`config.mk`:
```
export PLATFORM = sky130hd
export DESIGN_NAME = latchoff_and_phase_config
export DESIGN_NICKNAME = d
export VERILOG_FILES = /design/src/rtl/latchoff_phase_pkg.sv /design/src/rtl/latchoff_and_phase_config.sv /design/src/rtl/phase_clock_gen.sv
export SDC_FILE = /design/constraint.sdc
export NUM_CORES = 1
export LEC_CHECK = 0
export ABC_AREA = 1
export BUFFER_PORTS_ARGS = -buffer_cell sky130_fd_sc_hd__buf_2
export CORE_MARGIN = 2
export CORE_UTILIZATION = 55
export DETAILED_ROUTE_END_ITERATION = 10
export GPL_TIMING_DRIVEN = 1
export PLACE_DENSITY = 0.89
export SLEW_MARGIN = 20
export SYNTH_ARGS = -nofsm -noshare
export SYNTH_HDL_FRONTEND = slang
export SYNTH_HIERARCHICAL = 1
export SYNTH_SLANG_ARGS = --single-unit
```
`constraint.sdc`:
```
create_clock -name clk -period 4.95 [get_ports clk]
set_input_delay 0.7425 -clock clk [delete_from_list [all_inputs] [get_ports clk]]
set_output_delay 0.7425 -clock clk [all_outputs]
set_load 0.005 [all_outputs]
```
`src/rtl/latchoff_phase_pkg.sv`:
```
package latchoff_phase_pkg;

  // Register indices; byte address is four times the index
  localparam logic [7:0] IDX_LATCHOFF_EN  = 8'h07;
  localparam logic [7:0] IDX_FREQ_PHASE   = 8'h08;
  localparam logic [7:0] IDX_LATCH_STATUS = 8'h0c;
  localparam logic [7:0] IDX_IRQ_MASK     = 8'h10;
  localparam logic [7:0] IDX_PERIOD_DIV   = 8'h11;

  localparam logic [1:0] BYTE_SHIFT = 2'h2;

  // Field positions
  localparam int OV_LSB      = 4;
  localparam int SC_LSB      = 0;
  localparam int HALF3_BIT   = 7;
  localparam int HALF1_BIT   = 6;
  localparam int PH4_LSB     = 4;
  localparam int PH3_LSB     = 2;
  localparam int PH2_LSB     = 0;

  localparam logic [1:0] PHASE_CH4_RST = 2'h2;
  localparam logic [1:0] PHASE_CH3_RST = 2'h0;
  localparam logic [1:0] PHASE_CH2_RST = 2'h2;

  localparam int NCH = 4;

  // Master period in clk cycles is 4*(div+1); default 4*(24+1)=100 cycles
  localparam logic [7:0] PERIOD_DIV_RST = 8'h18;

  typedef struct packed {
    logic [3:0] ov_en;
    logic [3:0] sc_en;
  } latchoff_cfg_t;

  typedef struct packed {
    logic       half_rate_ch3;
    logic       half_rate_ch1;
    logic [1:0] phase_offset_ch4;
    logic [1:0] phase_offset_ch3;
    logic [1:0] phase_offset_ch2;
  } freq_phase_cfg_t;

  typedef struct packed {
    logic [3:0] overvolt;
    logic [3:0] short_circ;
  } fault_in_t;

endpackage : latchoff_phase_pkg

```
`src/rtl/latchoff_and_phase_config.sv`:
```
// Implementation choice: register access over Wishbone.
`timescale 1ns/10ps
`default_nettype none
module latchoff_and_phase_config (
  input  wire logic                          clk,
  input  wire logic                          nrst,
  input  wire logic                          wb_cyc_i,
  input  wire logic                          wb_stb_i,
  input  wire logic                          wb_we_i,
  input  wire logic [7:0]                    wb_adr_i,
  input  wire logic [3:0]                    wb_sel_i,
  input  wire logic [31:0]                   wb_dat_i,
  output logic [31:0]                        wb_dat_o,
  output logic                               wb_ack_o,
  input  wire logic                          fuse_ov_latch_en,
  input  wire logic                          fuse_sc_latch_en,
  input  wire logic                          fuse_half_rate_ch1,
  input  wire logic                          fuse_half_rate_ch3,
  input  wire latchoff_phase_pkg::fault_in_t fault,
  output logic [3:0]                         channel_latched_flag,
  output logic [3:0]                         sw_clk,
  output logic                               irq
);

  latchoff_phase_pkg::latchoff_cfg_t   lch_q;
  latchoff_phase_pkg::latchoff_cfg_t   lch_d;
  latchoff_phase_pkg::freq_phase_cfg_t swc_q;
  latchoff_phase_pkg::freq_phase_cfg_t swc_d;
  logic [3:0]  stat_q;
  logic [3:0]  stat_d;
  logic [3:0]  mask_q;
  logic [3:0]  mask_d;
  logic [7:0]  div_q;
  logic [7:0]  div_d;
  logic        ack_q;
  logic        ack_d;
  logic [31:0] rdat_q;
  logic [31:0] rdat_d;
  logic        fuse_pend_q;
  logic        fuse_pend_d;
  logic [3:0]  latch_evt;
  logic [5:0]  word_idx;
  logic        wr;
  logic        rd;

  assign word_idx = wb_adr_i[7:latchoff_phase_pkg::BYTE_SHIFT];
  assign wr = wb_cyc_i && wb_stb_i && !ack_q && wb_we_i && wb_sel_i[0];
  assign rd = wb_cyc_i && wb_stb_i && !ack_q && !wb_we_i;

  // Per-channel latch events, gated by each enable bit
  genvar ch;
  generate
    for (ch = 0; ch < latchoff_phase_pkg::NCH; ch++) begin : g_ch
      assign latch_evt[ch] =
        (fault.overvolt[ch] && lch_q.ov_en[ch]) ||
        (fault.short_circ[ch] && lch_q.sc_en[ch]);
    end
  endgenerate

  always_comb begin
    lch_d       = lch_q;
    swc_d       = swc_q;
    mask_d      = mask_q;
    div_d       = div_q;
    fuse_pend_d = 1'b0;
    stat_d      = stat_q;
    // Fuse straps are sampled in the first cycle after reset release
    if (fuse_pend_q) begin
      lch_d.ov_en         = {4{fuse_ov_latch_en}};
      lch_d.sc_en         = {4{fuse_sc_latch_en}};
      swc_d.half_rate_ch1 = fuse_half_rate_ch1;
      swc_d.half_rate_ch3 = fuse_half_rate_ch3;
    end
    if (wr) begin
      if (word_idx == latchoff_phase_pkg::IDX_LATCHOFF_EN[5:0]) begin
        lch_d = wb_dat_i[7:0];
      end else if (word_idx == latchoff_phase_pkg::IDX_FREQ_PHASE[5:0]) begin
        swc_d = wb_dat_i[7:0];
      end else if (word_idx == latchoff_phase_pkg::IDX_LATCH_STATUS[5:0]) begin
        stat_d = stat_q & ~wb_dat_i[3:0];
      end else if (word_idx == latchoff_phase_pkg::IDX_IRQ_MASK[5:0]) begin
        mask_d = wb_dat_i[3:0];
      end else if (word_idx == latchoff_phase_pkg::IDX_PERIOD_DIV[5:0]) begin
        div_d = wb_dat_i[7:0];
      end
    end
    // Set wins over a simultaneous write-one-to-clear
    stat_d = stat_d | latch_evt;
  end

  always_comb begin
    ack_d  = wb_cyc_i && wb_stb_i && !ack_q;
    rdat_d = 32'h0000_0000;
    if (rd) begin
      if (word_idx == latchoff_phase_pkg::IDX_LATCHOFF_EN[5:0]) begin
        rdat_d[7:0] = lch_q;
      end else if (word_idx == latchoff_phase_pkg::IDX_FREQ_PHASE[5:0]) begin
        rdat_d[7:0] = swc_q;
      end else if (word_idx == latchoff_phase_pkg::IDX_LATCH_STATUS[5:0]) begin
        rdat_d[3:0] = stat_q;
      end else if (word_idx == latchoff_phase_pkg::IDX_IRQ_MASK[5:0]) begin
        rdat_d[3:0] = mask_q;
      end else if (word_idx == latchoff_phase_pkg::IDX_PERIOD_DIV[5:0]) begin
        rdat_d[7:0] = div_q;
      end
    end
  end

  always_ff @(posedge clk or negedge nrst) begin
    if (!nrst) begin
      lch_q       <= 8'h00;
      swc_q       <= {2'h0, latchoff_phase_pkg::PHASE_CH4_RST,
                      latchoff_phase_pkg::PHASE_CH3_RST,
                      latchoff_phase_pkg::PHASE_CH2_RST};
      stat_q      <= 4'h0;
      mask_q      <= 4'h0;
      div_q       <= latchoff_phase_pkg::PERIOD_DIV_RST;
      ack_q       <= 1'b0;
      rdat_q      <= 32'h0000_0000;
      fuse_pend_q <= 1'b1;
    end else begin
      lch_q       <= lch_d;
      swc_q       <= swc_d;
      stat_q      <= stat_d;
      mask_q      <= mask_d;
      div_q       <= div_d;
      ack_q       <= ack_d;
      rdat_q      <= rdat_d;
      fuse_pend_q <= fuse_pend_d;
    end
  end

  assign wb_ack_o             = ack_q;
  assign wb_dat_o             = rdat_q;
  assign channel_latched_flag = stat_q;
  assign irq                  = |(stat_q & mask_q);

  phase_clock_gen u_phase (
    .clk        (clk),
    .nrst       (nrst),
    .period_div (div_q),
    .cfg        (swc_q),
    .sw_clk     (sw_clk)
  );

endmodule : latchoff_and_phase_config
`default_nettype wire

```
`src/rtl/phase_clock_gen.sv`:
```
`timescale 1ns/10ps
`default_nettype none
// Channel switching clocks derived from one master phase counter.
module phase_clock_gen (
  input  wire logic                                clk,
  input  wire logic                                nrst,
  input  wire logic [7:0]                          period_div,
  input  wire latchoff_phase_pkg::freq_phase_cfg_t cfg,
  output logic [3:0]                               sw_clk
);

  logic [7:0] quarter_cnt_q;
  logic [7:0] quarter_cnt_d;
  logic [1:0] quad_q;
  logic [1:0] quad_d;
  logic [1:0] half_q;
  logic [1:0] half_d;
  logic [3:0] sw_clk_d;
  logic [1:0] quad_ch1;
  logic [1:0] quad_ch2;
  logic [1:0] quad_ch3;
  logic [1:0] quad_ch4;

  // Each step of quad is one quarter master period
  always_comb begin
    quarter_cnt_d = quarter_cnt_q + 8'h01;
    quad_d        = quad_q;
    half_d        = half_q;
    if (quarter_cnt_q >= period_div) begin
      quarter_cnt_d = 8'h00;
      quad_d        = quad_q + 2'h1;
      if (quad_q == 2'h3) begin
        half_d = ~half_q;
      end
    end
  end

  // Channel 1 is the zero reference; channels 2 and 4, and 3 at full rate, lag by their offset
  always_comb begin
    quad_ch1 = quad_q;
    quad_ch2 = quad_q - cfg.phase_offset_ch2;
    quad_ch3 = quad_q - cfg.phase_offset_ch3;
    quad_ch4 = quad_q - cfg.phase_offset_ch4;
    sw_clk_d[0] = cfg.half_rate_ch1 ? half_q[0] : ~quad_ch1[1];
    sw_clk_d[1] = ~quad_ch2[1];
    sw_clk_d[2] = cfg.half_rate_ch3 ? half_q[1] : ~quad_ch3[1];
    sw_clk_d[3] = ~quad_ch4[1];
  end

  always_ff @(posedge clk or negedge nrst) begin
    if (!nrst) begin
      quarter_cnt_q <= 8'h00;
      quad_q        <= 2'h0;
      half_q        <= 2'h0;
      sw_clk        <= 4'h0;
    end else begin
      quarter_cnt_q <= quarter_cnt_d;
      quad_q        <= quad_d;
      half_q        <= half_d;
      sw_clk        <= sw_clk_d;
    end
  end

endmodule : phase_clock_gen
`default_nettype wire

```
### Word level (Yosys, flattened, before mapping)

Index checks and enable logic that the tools add are counted.

* bits in registers: 58
* bits of input ports: 61
* output and inout bits: 42
* word-level logic and storage cells: 88

* add/subtract/negate cells: 5
* magnitude comparators: 1
* equality and inequality tests: 6
* multiplexer cells: 22
* bitwise gates (word level): 13
* reductions and logical operators: 24

Operator list (count)
* $mux W8: 11
* $mux W4: 8
* $logic_and A1 B1 Y1: 13
* $eq A6 B4 Y1 const B: 2
* $eq A6 B5 Y1 const B: 2
* $add A8 B1 Y8 const B: 1
* $and A4 B4 Y4: 2
* $ge A8 B8 Y1: 1
* $not A1 Y1: 8
* $eq A6 B3 Y1 const B: 1
* $reduce_and A6 Y1: 1
* $sub A2 B2 Y2: 3
* $reduce_and A5 Y1: 1
* $logic_or A1 B1 Y1: 4
* $not A4 Y4: 1
* $or A4 B4 Y4: 1
* $reduce_or A4 Y1: 1
* $reduce_and A3 Y1: 1
* $add A2 B1 Y2 const B: 1
* $eq A2 B2 Y1 const B: 1
* $logic_not A1 Y1: 2
* $mux W1: 2
* $mux W2: 1
* $not A2 Y2: 1
* $reduce_and A2 Y1: 1

### Depth between registers and ports, before layout

Gate-level depths: netlist of the first run.

* depth in word-level cells: 7
* depth in mapped cells: 12
* mapped depth without buffers: 12

### By module

Netlist of the first run, hierarchy kept.

By module, submodules not included
* latchoff_and_phase_config: times used 1, cells an instance 281, area an instance 2262.2 µm², seq. area each 1057.3 µm²
* phase_clock_gen: times used 1, cells an instance 113, area an instance 977.2 µm², seq. area each 400.4 µm²

### Least setup slack after synthesis of the first run

No wires, ideal clock.

* path kind: input-to-reg
* start: input wb_cyc_i
* end: register lch_q[3] (netlist bit)
* setup time: 123 ps
* arrival: 1487 ps
* required time: 4827 ps
* setup slack: 3340 ps
* stages: 8
* buffers on the path: 1
* cells stage by stage: nand2_1 -> nor2_4 -> nand3_4 -> inv_2 -> nand2_4 -> buf_6 -> nor2_2 -> a21oi_2

RTL lines
* start: declaration: line latchoff_and_phase_config.sv:7 `input wire logic wb_cyc_i,`
* end signal: assignment: line latchoff_and_phase_config.sv:122 `lch_q <= lch_d;`
* end: declaration: line latchoff_and_phase_config.sv:25 `latchoff_phase_pkg::latchoff_cfg_t lch_q;`

### Worst setup path after layout of the first run

* start: register div_q[3]
* end: register u_phase.half_q[0]

* word-level cells in the longest chain between the ends: 2

RTL lines
* start: declaration: line latchoff_and_phase_config.sv:33 `logic [7:0] div_q;`
* start signal: assignment: line latchoff_and_phase_config.sv:117 `div_q <= latchoff_phase_pkg::PERIOD_DIV_RST;`
* start signal: assignment: line latchoff_and_phase_config.sv:126 `div_q <= div_d;`
* $ge A8 B8 Y1: line phase_clock_gen.sv:29 `if (quarter_cnt_q >= period_div) begin`
* $reduce_and A2 Y1 (no line)
* end signal: assignment: line phase_clock_gen.sv:59 `half_q <= half_d;`
* end: declaration: line phase_clock_gen.sv:16 `logic [1:0] half_q;`

No other way between the ends.
A chain may end at the register's enable or synchronous reset.

==> summary.md, run 1 <==
| Metric | Value |
|---|---|
| Tmin final | `1.90 ns` |
| Startpoint Class | `register` |
| Worst Tran Pin Value | `0.702 ns` |
| Cell Count, Final, Fillers Out | `528` |
| Routed length per instance | `13.3 um` |
| Combinational Power Share | `15.4%` |
| Final WS setup | `3.05 ns` |
| # DRC | `0` |
| ANT cells | `0` |
| Hold WS | `0.481 ns` |
| Achievable Freq | `527 MHz` |
| Via count | `2729` |
| Largest net degree at the start of global routing | `59` |
| Critical path type | `register to register` |
| Commonest non-fill, non-tap cells in the layout | `101 x nand2_1, 53 x dfrtp_1, 49 x buf_2` |
| Placed cell count | `512` |
| Max Slew Vio Count | `0` |
| Synth Cell Area | `0.00324 mm2` |
| Fin area | `0.00366 mm2` |
| Run status | `completed` |
| RR Endpoint | `u_phase/half_q[0]` |
| Final Hold Violating Endpoints | `0` |
| IO Count | `103` |
| Peak supply drop | `0.182 mV` |
| Crit Reg-Reg Startpoint | `div_q[3]` |
| Internal | `0.867 mW` |
| Clock Skew | `0.00764 ns` |
| DP Worst Slack | `3.07 ns` |
| Arrival @ worst endpoint | `2.18 ns` |
| Setup TNS | `0 ns` |
| P_leak | `1.96 nW` |
| Clock slew at reported path FFs | `0.06 ns` |
| Mapped Cells | `394` |
| Final Util | `65.3%` |
| Total power | `1.19 mW` |
| Synth warn | `6` |
| Hold Path Stages | `1` |
| Port Buffer Count | `49` |
| Cell mode on critical path | `nand2_1` |
| CTS buffer count | `9` |
| Crit. End Element | `register` |
| Wirelength, routed | `7000 um` |
| Dpl hpwl | `5270 um` |
| Total gr overflow | `0` |
| CP Buf/Inv Count | `2` |
| Number of setup violations in the final report | `0` |
| Postcts setup bufs | `0` |
| Clock tree buffer depth | `2` |
| Sequential area share after synthesis | `45.0%` |
| Initial DRC Count | `169` |
| Min-delay worst type | `register to register` |
| R2R depth | `11` |
| Worst EP required | `5.23 ns` |
| RSZ-0062 raised after global routing | `no` |
| TritonCTS clock tree | `built` |
| FF-to-FF setup slack | `3.05 ns` |
| Reg power frac | `46.5%` |
| Cell Rows | `27` |
| Slew HR | `53.2%` |
| Vias in the first global route | `2508` |
| Die Y | `80.7 um` |
| Crit path max-delay family | `simple AND/OR/NAND/NOR gates` |
| Starting Density | `57.8%` |
| Synthesis-stage register bit count | `58` |
| Placed cell area | `0.00345 mm2` |
| EDFF count, synth | `0` |
| Asr flop ratio synth | `100%` |
| Final period util | `38.4%` |
| Layout overhead on the synthesized area | `13.0%` |
| Post-cts gate resize count | `0` |
| Router iterations before antenna repair | `4` |
| Hold Crit Endpoint | `wb_ack_o` |
| Critical Path Max Stage Delay | `0.54 ns` |
| Pwr dens | `326 mW/mm2` |
| Total GRT Usage | `24.0%` |
| Die X | `80.7 um` |
| # Max-Cap Violations | `0` |
| Worst-Skew Late Latency | `0.34 ns` |
| Synthesized area per cell | `8.22 um2` |
| Gpl congestion | `0.955` |
| Core Region | `0.00561 mm2` |
| Switching power | `0.326 mW` |
| Initial antenna violation count | `0` |
| Crit-path slowest cell | `dfstp_2` |
| CTS Sinks | `58` |
| Main synth FF type | `dfrtp_1` |
| Root buffer cell | `clkbuf_8` |
| Synth cell types | `36` |
| Min-delay src | `wb_ack_o` |
| Critical Path, Cell by Cell | `inv_1 > ha_1 > nand2_1 > inv_1 > nand2_1 > nand2_1 > nand2_1 > nand3_2 > nand2_1 > nand2_1 > nand2_1` |
| Final net count | `522` |
| Commonest non-fill, non-tap cell in the layout | `nand2_1` |
| Hold buffers post-CTS | `0` |
| Fraction of layout cells with a size suffix above 1 | `22.4%` |
| Antenna Violating Nets Remaining | `0` |
| Clock Power Share | `38.1%` |
| Net Sw Frac | `27.3%` |
| Max FO, Critical Path | `14` |
| H-tree levels | `3` |
| Via/cell ratio | `5.17` |
| Die ar. | `0.00652 mm2` |
| First-pass GRT wire length | `11700 um` |
-- cell type report --
class | instances | area (um2)
multi-input cells | 283 | 1460
clock buffers | 14 | 173
fillers | 483 | 1950
well taps | 72 | 90.1
inverters | 49 | 189
repair buffers | 50 | 253
flip-flops and latches | 58 | 1460
clock inverters | 2 | 35.0
-- per-layer routing --
metal	up-vias	global-route usage (%)	wire length, um	part of all wire (%)
met5	-	0	0	0
met4	0	10.8	157	2.2
met3	14	5.33	450	6.4
met2	108	38.5	3510	50
met1	1284	31.2	2880	41
li1	1323	-	-	-
-- synthesized netlist by cell type, types with 5 or more instances --
library cell | n | area share [%]
dfstp_2 | 5 | 4.1
dfrtp_1 | 53 | 41
nand3_1 | 19 | 2.9
o21ai_1 | 9 | 1.4
nand2_1 | 101 | 12
a21oi_1 | 24 | 3.7
nor2_2 | 6 | 1.2
o21ai_0 | 13 | 2.0
buf_4 | 24 | 5.6
nor2_1 | 34 | 3.9
inv_1 | 43 | 5.0
nor3_2 | 5 | 1.5
ha_1 | 10 | 3.9
-- state kept, by name, indices dropped and copies added, names as in the netlist --
name / cells
channel_latched_flag: 4
div_q: 8
fuse_pend_q: 1
lch_q: 8
mask_q: 4
swc_q: 8
u_phase/half_q: 2
u_phase/quad_ch1: 2
u_phase/quarter_cnt_q: 8
u_phase/sw_clk: 4
wb_ack_o: 1
wb_dat_o: 8
-- power groups by stage --
stage	logic, mW	registers [mW]	clock network, mW
2_1_floorplan	0.126	0.556	0
3_3_place_gp	0.175	0.559	0
3_5_place_dp	0.183	0.564	0
4_1_cts	0.184	0.555	0.463
5_1_grt	0.206	0.560	0.486
6_report	0.183	0.555	0.455
-- cells by family (layout without fill, tap and decap cells) --
family,Yosys count,count (layout),synth area share [%]
AO/OA/AOI/OAI,57,57,9.70
XOR/XNOR,6,6,1.62
adder cells (fa/ha/maj),10,10,3.86
buffers and inverters,77,115,12.6
flip-flops,58,58,45.0
other,1,25,0.116
AND/OR/NAND/NOR,185,185,27.1
-- worst max-delay path by stage --
stage | from | slack (ns) | to | cells after the start
after floorplan | wb_cyc_i | 3.34 | lch_q[3] | 8
after global placement | wb_cyc_i | 3.14 | lch_q[1] | 8
after detailed placement | wb_adr_i[4] | 3.07 | wb_dat_o[0] | 10
after CTS | channel_latched_flag[1] | 3.05 | irq | 3
after global routing | div_q[3] | 2.86 | u_phase/half_q[0] | 11
final | div_q[3] | 3.05 | u_phase/half_q[0] | 11
No activity file was read; power rests on OpenSTA's default activity.
==> run 2: changes to the inputs <==
--- a/config.mk
+++ b/config.mk
@@ -5,13 +5,13 @@
 export SDC_FILE = /design/constraint.sdc
 export NUM_CORES = 1
 export LEC_CHECK = 0
-export ABC_AREA = 1
+export ABC_AREA = 0
 export BUFFER_PORTS_ARGS = -buffer_cell sky130_fd_sc_hd__buf_2
 export CORE_MARGIN = 2
-export CORE_UTILIZATION = 55
+export CORE_UTILIZATION = 46
 export DETAILED_ROUTE_END_ITERATION = 10
 export GPL_TIMING_DRIVEN = 1
-export PLACE_DENSITY = 0.89
+export PLACE_DENSITY = 0.8
 export SLEW_MARGIN = 20
 export SYNTH_ARGS = -nofsm -noshare
 export SYNTH_HDL_FRONTEND = slang
==> constraint.sdc (replaced) <==
create_clock -name clk -period 1.7 [get_ports clk]
set_input_delay 0.255 -clock clk [delete_from_list [all_inputs] [get_ports clk]]
set_output_delay 0.255 -clock clk [all_outputs]
set_load 0.005 [all_outputs]
==> run 2 against run 1 <==
Net effect:
- the flow now finishes with violations (negative setup slack)
- utilization down 3.5 points
- routed wire length is 14% higher
- hold slack got worse by 0.31 ns
- area after synthesis down 0.54%
==> summary.md, run 2 <==
| Metric | Value |
|---|---|
| Met2 usage | `35.6% (was 38.5%)` |
| Final period util | `106% (was 38.4%)` |
| P_leak | `1.96 nW (about the same)` |
| Post-synth top area share | `41.2% (was 40.9%)` |
| First-pass GRT wire length | `12800 um (was 11700 um)` |
| RR Endpoint | `u_phase/quad_ch1[1] (was u_phase/half_q[0])` |
| Min-delay src | `wb_dat_i[6] (was wb_ack_o)` |
| Synth cell types | `53 (was 36)` |
| Antenna Violating Nets Remaining | `0 (unchanged)` |
| R2R depth | `6 (was 11)` |
| Router iterations before antenna repair | `4 (unchanged)` |
| Crit. End Element | `register (unchanged)` |
| Mapped Cells | `296 (was 394)` |
| Final Util | `61.8% (was 65.3%)` |
| ANT cells | `0 (unchanged)` |
| Wirelength, routed | `8010 um (was 7000 um)` |
| Root buffer cell | `clkbuf_8 (unchanged)` |
| EDFF count, synth | `0 (unchanged)` |
| M1 GR Usage | `29.1% (was 31.2%)` |
| Critical Path Max Stage Delay | `0.54 ns (about the same)` |
| Min-delay worst type | `input port to register (was register to register)` |
| Run status | `finished with violations (was completed)` |
| Worst-Skew Late Latency | `0.33 ns (was 0.34 ns)` |
| Via/cell ratio | `5.25 (was 5.17)` |
| Vias in the first global route | `2565 (was 2508)` |
| Via count | `2607 (was 2729)` |
| Worst EP required | `1.91 ns (was 5.23 ns)` |
| Fin area | `0.00420 mm2 (was 0.00366 mm2)` |
| Synth warn | `6 (unchanged)` |
| Initial DRC Count | `199 (was 169)` |
| Clock Skew | `0.00604 ns (was 0.00764 ns)` |
| # Max-Cap Violations | `0 (unchanged)` |
| Clock tree buffer depth | `2 (unchanged)` |
| IO Count | `103 (unchanged)` |
| Crit-path slowest cell | `dfstp_2 (unchanged)` |
| Synthesized area per cell | `10.9 um2 (was 8.22 um2)` |
| Gpl congestion | `0.846 (was 0.955)` |
| Fraction of layout cells with a size suffix above 1 | `40.9% (was 22.4%)` |
| Synth Cell Area | `0.00322 mm2 (was 0.00324 mm2)` |
| CTS Sinks | `58 (unchanged)` |
| Clock slew at reported path FFs | `0.06 ns (about the same)` |
| Achievable Freq | `552 MHz (was 527 MHz)` |
| Routed length per instance | `16.1 um (was 13.3 um)` |
| Top cells by count, synth | `53 x dfrtp_1, 24 x buf_4, 19 x mux2_2, 19 x nor2_1 (was 101 x nand2_1, 53 x dfrtp_1, 43 x inv_1)` |
| Synth area leader | `dfrtp_1 (unchanged)` |
| Largest net degree at the start of global routing | `59 (unchanged)` |
| Hold Path Stages | `3 (was 1)` |
| DP Worst Slack | `-0.165 ns (was 3.07 ns)` |
| RSZ-0062 raised after global routing | `yes (was no)` |
| Core Region | `0.00679 mm2 (was 0.00561 mm2)` |
| Critical path type | `register to register (unchanged)` |
| Final net count | `467 (was 522)` |
| Startpoint Class | `register (unchanged)` |
| Total gr overflow | `0 (unchanged)` |
| Final WS setup | `-0.110 ns (was 3.05 ns)` |
| H-tree levels | `3 (unchanged)` |
| Grt peak-use layer | `met2 (unchanged)` |
| Placed cell area | `0.00383 mm2 (was 0.00345 mm2)` |
| # DRC | `0 (unchanged)` |
| Asr flop ratio synth | `100% (unchanged)` |
| Failing checks | `negative setup slack` |
| Peak supply drop | `0.476 mV (was 0.182 mV)` |
| Crit Reg-Reg Startpoint | `div_q[4] (was div_q[3])` |
| Synthesis-stage register bit count | `58 (unchanged)` |
| Initial antenna violation count | `0 (unchanged)` |
| Critical Path, Cell by Cell | `inv_2 > ha_4 > a211o_4 > a21oi_2 > o31ai_4 > mux2_4 (was inv_1 > ha_1 > nand2_1 > inv_1 > nand2_1 > nand2_1 > nand2_1 > nand3_2 > nand2_1 > nand2_1 > nand2_1)` |
| Max FO, Critical Path | `4 (was 14)` |
| Arrival @ worst endpoint | `2.02 ns (was 2.18 ns)` |
| TritonCTS clock tree | `built (unchanged)` |
| Tmin final | `1.81 ns (was 1.90 ns)` |
| Sequential area share after synthesis | `45.2% (was 45.0%)` |
| Port Buffer Count | `49 (unchanged)` |
| CTS buffer count | `9 (unchanged)` |
| Die ar. | `0.00769 mm2 (was 0.00652 mm2)` |
| Starting Density | `47.4% (was 57.8%)` |
| Met3 usage | `5.09% (was 5.33%)` |
| Main synth FF type | `dfrtp_1 (unchanged)` |
| Hold Crit Endpoint | `lch_q[6] (was wb_ack_o)` |
| Dpl hpwl | `5740 um (was 5270 um)` |
| Most frequent cell after synthesis | `dfrtp_1 (was nand2_1)` |
| Max Slew Vio Count | `0 (unchanged)` |
| Pwr dens | `895 mW/mm2 (was 326 mW/mm2)` |
| Commonest non-fill, non-tap cell in the layout | `dfrtp_1 (was nand2_1)` |
| Total GRT Usage | `22.2% (was 24.0%)` |
| FF-to-FF setup slack | `-0.11 ns (was 3.05 ns)` |
| Cell Rows | `30 (was 27)` |
| Commonest non-fill, non-tap cells in the layout | `53 x dfrtp_1, 49 x buf_2, 43 x buf_4 (was 101 x nand2_1, 53 x dfrtp_1, 49 x buf_2)` |
| Die Y | `87.7 um (was 80.7 um)` |
| Final Hold Violating Endpoints | `0 (unchanged)` |
| Die X | `87.7 um (was 80.7 um)` |
| Layout overhead on the synthesized area | `30.4% (was 13.0%)` |
| Top post-synthesis cells by area | `dfrtp_1 41%, mux2_2 6.6%, buf_4 5.6% (was dfrtp_1 41%, nand2_1 12%, buf_4 5.6%)` |
| Number of setup violations in the final report | `12 (was 0)` |
-- run 2: final cells by class --
class,instances,area (um2)
Clock buffer,14,163
Tap cell,96,120
Timing Repair Buffer,96,621
Sequential cell,58,1460
Clock inverter,2,35.0
Fill cell,541,2590
Multi-Input combinational cell,220,1760
Inverter,11,41.3
-- run 2: per-layer routing --
layer,share of wire (%),vias to the layer above
met5,0,-
met4,1.2,0
met3,6.2,6
met2,49,100
met1,44,1277
li1,-,1224
-- run 2: worst max-delay path by stage --
stage / from / end / cells after the start
2_1_floorplan: div_q[3] / u_phase/quad_ch1[1] / 6
5_1_grt: div_q[4] / u_phase/quad_ch1[1] / 6
3_5_place_dp: wb_adr_i[4] / mask_q[1] / 6
6_report: div_q[4] / u_phase/quad_ch1[1] / 6
3_3_place_gp: wb_adr_i[4] / mask_q[0] / 6
4_1_cts: div_q[0] / u_phase/quad_ch1[1] / 5
-- run 2: what timing repair did --
item / CTS / global route
gates resized for setup: 15 / 9
gates cloned: 0 / 1
buffers inserted: 2 / 1
pin swaps: 11 / 3
hold endpoints to repair: 53 / 0
setup endpoints to repair: 12 / 21
hold buffers: 1 / 0
-- run 2: metrics by stage --
step	std cells	hold WS, ns	total power [mW]	setup TNS [ns]
final	497	0.175	3.76	-0.527
after global routing	497	0.190	3.96	-1.13
after CTS	495	0.147	3.74	-0.157
after detailed placement	476	0.286	2.41	-3.04
after global placement	476	0.273	2.37	-2.04
after floorplan	320	-0.0406	2.13	-0.401
-- run 2: cell families after synthesis --
kind of cell / synth area share (%)
fa+ha+maj: 3.88
xor+xnor: 3.53
flops: 45.2
compound gates: 12.2
simple gates: 16.1
buf+inv: 7.77
other cells: 0.116
mux: 11.1
-- run 2: critical path, delay by kind of cell, from the launching register on --
family                     cells  cell delay (ns)
muxes                          1             0.31
DFF                            1             0.54
adders and majority gates      1             0.15
AOI/OAI and AO/OA              3             0.65
buffers and inverters          1             0.05
-- run 2: report_power, final --
group | switching [mW] | internal [mW] | total [mW]
clock network | 0.521 | 0.757 | 1.28
logic | 0.408 | 0.438 | 0.846
registers | 0.108 | 1.53 | 1.64
total | 1.04 | 2.72 | 3.76
==> run 3: changes to the inputs <==
--- a/config.mk
+++ b/config.mk
@@ -8,10 +8,10 @@
 export ABC_AREA = 0
 export BUFFER_PORTS_ARGS = -buffer_cell sky130_fd_sc_hd__buf_2
 export CORE_MARGIN = 2
-export CORE_UTILIZATION = 46
+export CORE_UTILIZATION = 51
 export DETAILED_ROUTE_END_ITERATION = 10
 export GPL_TIMING_DRIVEN = 1
-export PLACE_DENSITY = 0.8
+export PLACE_DENSITY = 0.84
 export SLEW_MARGIN = 20
 export SYNTH_ARGS = -nofsm -noshare
 export SYNTH_HDL_FRONTEND = slang
==> constraint.sdc (replaced) <==
create_clock -name clk -period 1.9 [get_ports clk]
set_input_delay 0.285 -clock clk [delete_from_list [all_inputs] [get_ports clk]]
set_output_delay 0.285 -clock clk [all_outputs]
set_load 0.005 [all_outputs]
==> run 3 against run 2 <==
Net effect:
- the flow now finishes without violations
- non-clock buffer count decreased by 17
- cell count fell by 7.6%
- flip-flop and latch count unchanged
- combinational power decreased by 17%
- critical path depth down 1
- clock power shrank 8%
==> summary.md, run 3 (synthesis results as in run 2) <==
| Metric | Value |
|---|---|
| Root buffer cell | `clkbuf_8 (unchanged)` |
| Startpoint Class | `register (unchanged)` |
| Worst-Skew Late Latency | `0.33 ns (about the same)` |
| Placed cell area | `0.00366 mm2 (was 0.00383 mm2)` |
| Router iterations before antenna repair | `7 (was 4)` |
| Cell Rows | `28 (was 30)` |
| Die ar. | `0.00697 mm2 (was 0.00769 mm2)` |
| Via/cell ratio | `5.60 (was 5.25)` |
| Pwr dens | `849 mW/mm2 (was 895 mW/mm2)` |
| Max Slew Vio Count | `0 (unchanged)` |
| CTS Sinks | `58 (unchanged)` |
| Max FO, Critical Path | `4 (unchanged)` |
| Total gr overflow | `0 (unchanged)` |
| Number of setup violations in the final report | `0 (was 12)` |
| Final net count | `450 (was 467)` |
| Grt peak-use layer | `met2 (unchanged)` |
| Clock tree buffer depth | `2 (unchanged)` |
| Met3 usage | `3.66% (was 5.09%)` |
| Met2 usage | `36.1% (was 35.6%)` |
| Initial antenna violation count | `0 (unchanged)` |
| Run status | `completed (was finished with violations)` |
| TritonCTS clock tree | `built (unchanged)` |
| Cell Count, Final, Fillers Out | `459 (was 497)` |
| H-tree levels | `3 (unchanged)` |
| Wirelength, routed | `7570 um (was 8010 um)` |
| Starting Density | `53.5% (was 47.4%)` |
| Crit. End Element | `register (unchanged)` |
| Vias in the first global route | `2621 (was 2565)` |
| Placed cell count | `440 (was 476)` |
| Commonest non-fill, non-tap cell in the layout | `dfrtp_1 (unchanged)` |
| Via count | `2571 (was 2607)` |
| CTS buffer count | `9 (unchanged)` |
| Die Y | `83.5 um (was 87.7 um)` |
| Commonest non-fill, non-tap cells in the layout | `53 x dfrtp_1, 49 x buf_2, 28 x buf_4 (was 53 x dfrtp_1, 49 x buf_2, 43 x buf_4)` |
| ANT cells | `0 (unchanged)` |
| Fraction of layout cells with a size suffix above 1 | `35.2% (was 40.9%)` |
| Clock slew at reported path FFs | `0.07 ns (was 0.06 ns)` |
| # Max-Cap Violations | `0 (unchanged)` |
| M1 GR Usage | `30.7% (was 29.1%)` |
| Routed length per instance | `16.5 um (was 16.1 um)` |
| Final period util | `98.7% (was 106%)` |
| Largest net degree at the start of global routing | `59 (unchanged)` |
| Port Buffer Count | `49 (unchanged)` |
| FF-to-FF setup slack | `0.03 ns (was -0.11 ns)` |
| Min-delay worst type | `input port to register (unchanged)` |
| Dpl hpwl | `5690 um (was 5740 um)` |
| Layout overhead on the synthesized area | `22.4% (was 30.4%)` |
| Fillers | `460 (was 541)` |
| Arrival @ worst endpoint | `2.09 ns (was 2.02 ns)` |
| P_leak | `1.86 nW (was 1.96 nW)` |
| Final Hold Violating Endpoints | `0 (unchanged)` |
| Gpl congestion | `0.890 (was 0.846)` |
| Core Region | `0.00603 mm2 (was 0.00679 mm2)` |
| Die X | `83.5 um (was 87.7 um)` |
| # DRC | `0 (unchanged)` |
| Critical path type | `register to register (unchanged)` |
| Initial DRC Count | `213 (was 199)` |
| Fin area | `0.00394 mm2 (was 0.00420 mm2)` |
| Clock Skew | `0.0101 ns (was 0.00604 ns)` |
| Achievable Freq | `533 MHz (was 552 MHz)` |
| IO Count | `103 (unchanged)` |
| Total power | `3.35 mW (was 3.76 mW)` |
| First-pass GRT wire length | `12400 um (was 12800 um)` |
| Worst EP required | `2.12 ns (was 1.91 ns)` |
| Tmin final | `1.87 ns (was 1.81 ns)` |
| Antenna Violating Nets Remaining | `0 (unchanged)` |
| Total GRT Usage | `22.6% (was 22.2%)` |
| RSZ-0062 raised after global routing | `yes (unchanged)` |
| Peak supply drop | `0.685 mV (was 0.476 mV)` |
-- run 3: path summary, 6_finish.rpt --
check,cells past startpoint,end,startpoint
max,5,u_phase/quad_ch1[1],u_phase/quarter_cnt_q[5]
min,3,lch_q[5],wb_dat_i[5]
max reg2reg,5,u_phase/quad_ch1[1],u_phase/quarter_cnt_q[5]
min reg2reg,1,swc_q[2],swc_q[2]
max in group asynchronous,3,div_q[3],nrst
min in group asynchronous,3,channel_latched_flag[0],nrst
-- run 3: critical path, stage by stage, from the launching register on --
cell and delay (ns):
dfrtp_1 0.42, ha_1 0.34, a211o_1 0.39, a21oi_2 0.20, o31ai_4 0.11, mux2_4 0.31
-- run 3: metal layers --
layer	vias up	routed length [um]	share of wire, %
li1	1194	-	-
met1	1242	3370	45
met2	118	3500	46
met3	17	515	6.8
met4	0	182	2.4
met5	-	0	0
-- run 3: final cells by class --
class,count,area [um2],area share [%]
clock inverter,2,35.0,0.888
clock buffer,14,173,4.38
timing repair buffer,79,485,12.3
multi-input combinational,220,1660,42.0
tap,75,93.8,2.38
sequential,58,1460,37.0
inverter,11,41.3,1.05
-- run 3: stage by stage --
step / worst slack [ns] / TNS (ns) / utilization [%] / hold slack (ns)
2_1_floorplan: 0.0272 / 0 / - / -0.0106
3_3_place_gp: 0.00301 / 0 / 60.7 / 0.300
3_5_place_dp: -0.0691 / -0.422 / 60.7 / 0.311
4_1_cts: 0.0234 / 0 / 64.3 / 0.203
5_1_grt: -0.0358 / -0.0680 / 65.4 / 0.207
6_report: 0.0250 / 0 / 65.4 / 0.204
-- run 3: report_power, final --
part	internal [mW]	switching [mW]	total, mW
combinational	0.359	0.344	0.703
sequential	1.37	0.102	1.47
clock	0.712	0.466	1.18
-- run 3: what timing repair did --
action                                  4_1_cts  5_1_grt
endpoints found under the hold margin        53        0
resized for setup                             0        9
buffers inserted                              0        2
endpoints found under the setup margin        0       11
hold buffers                                  1        0
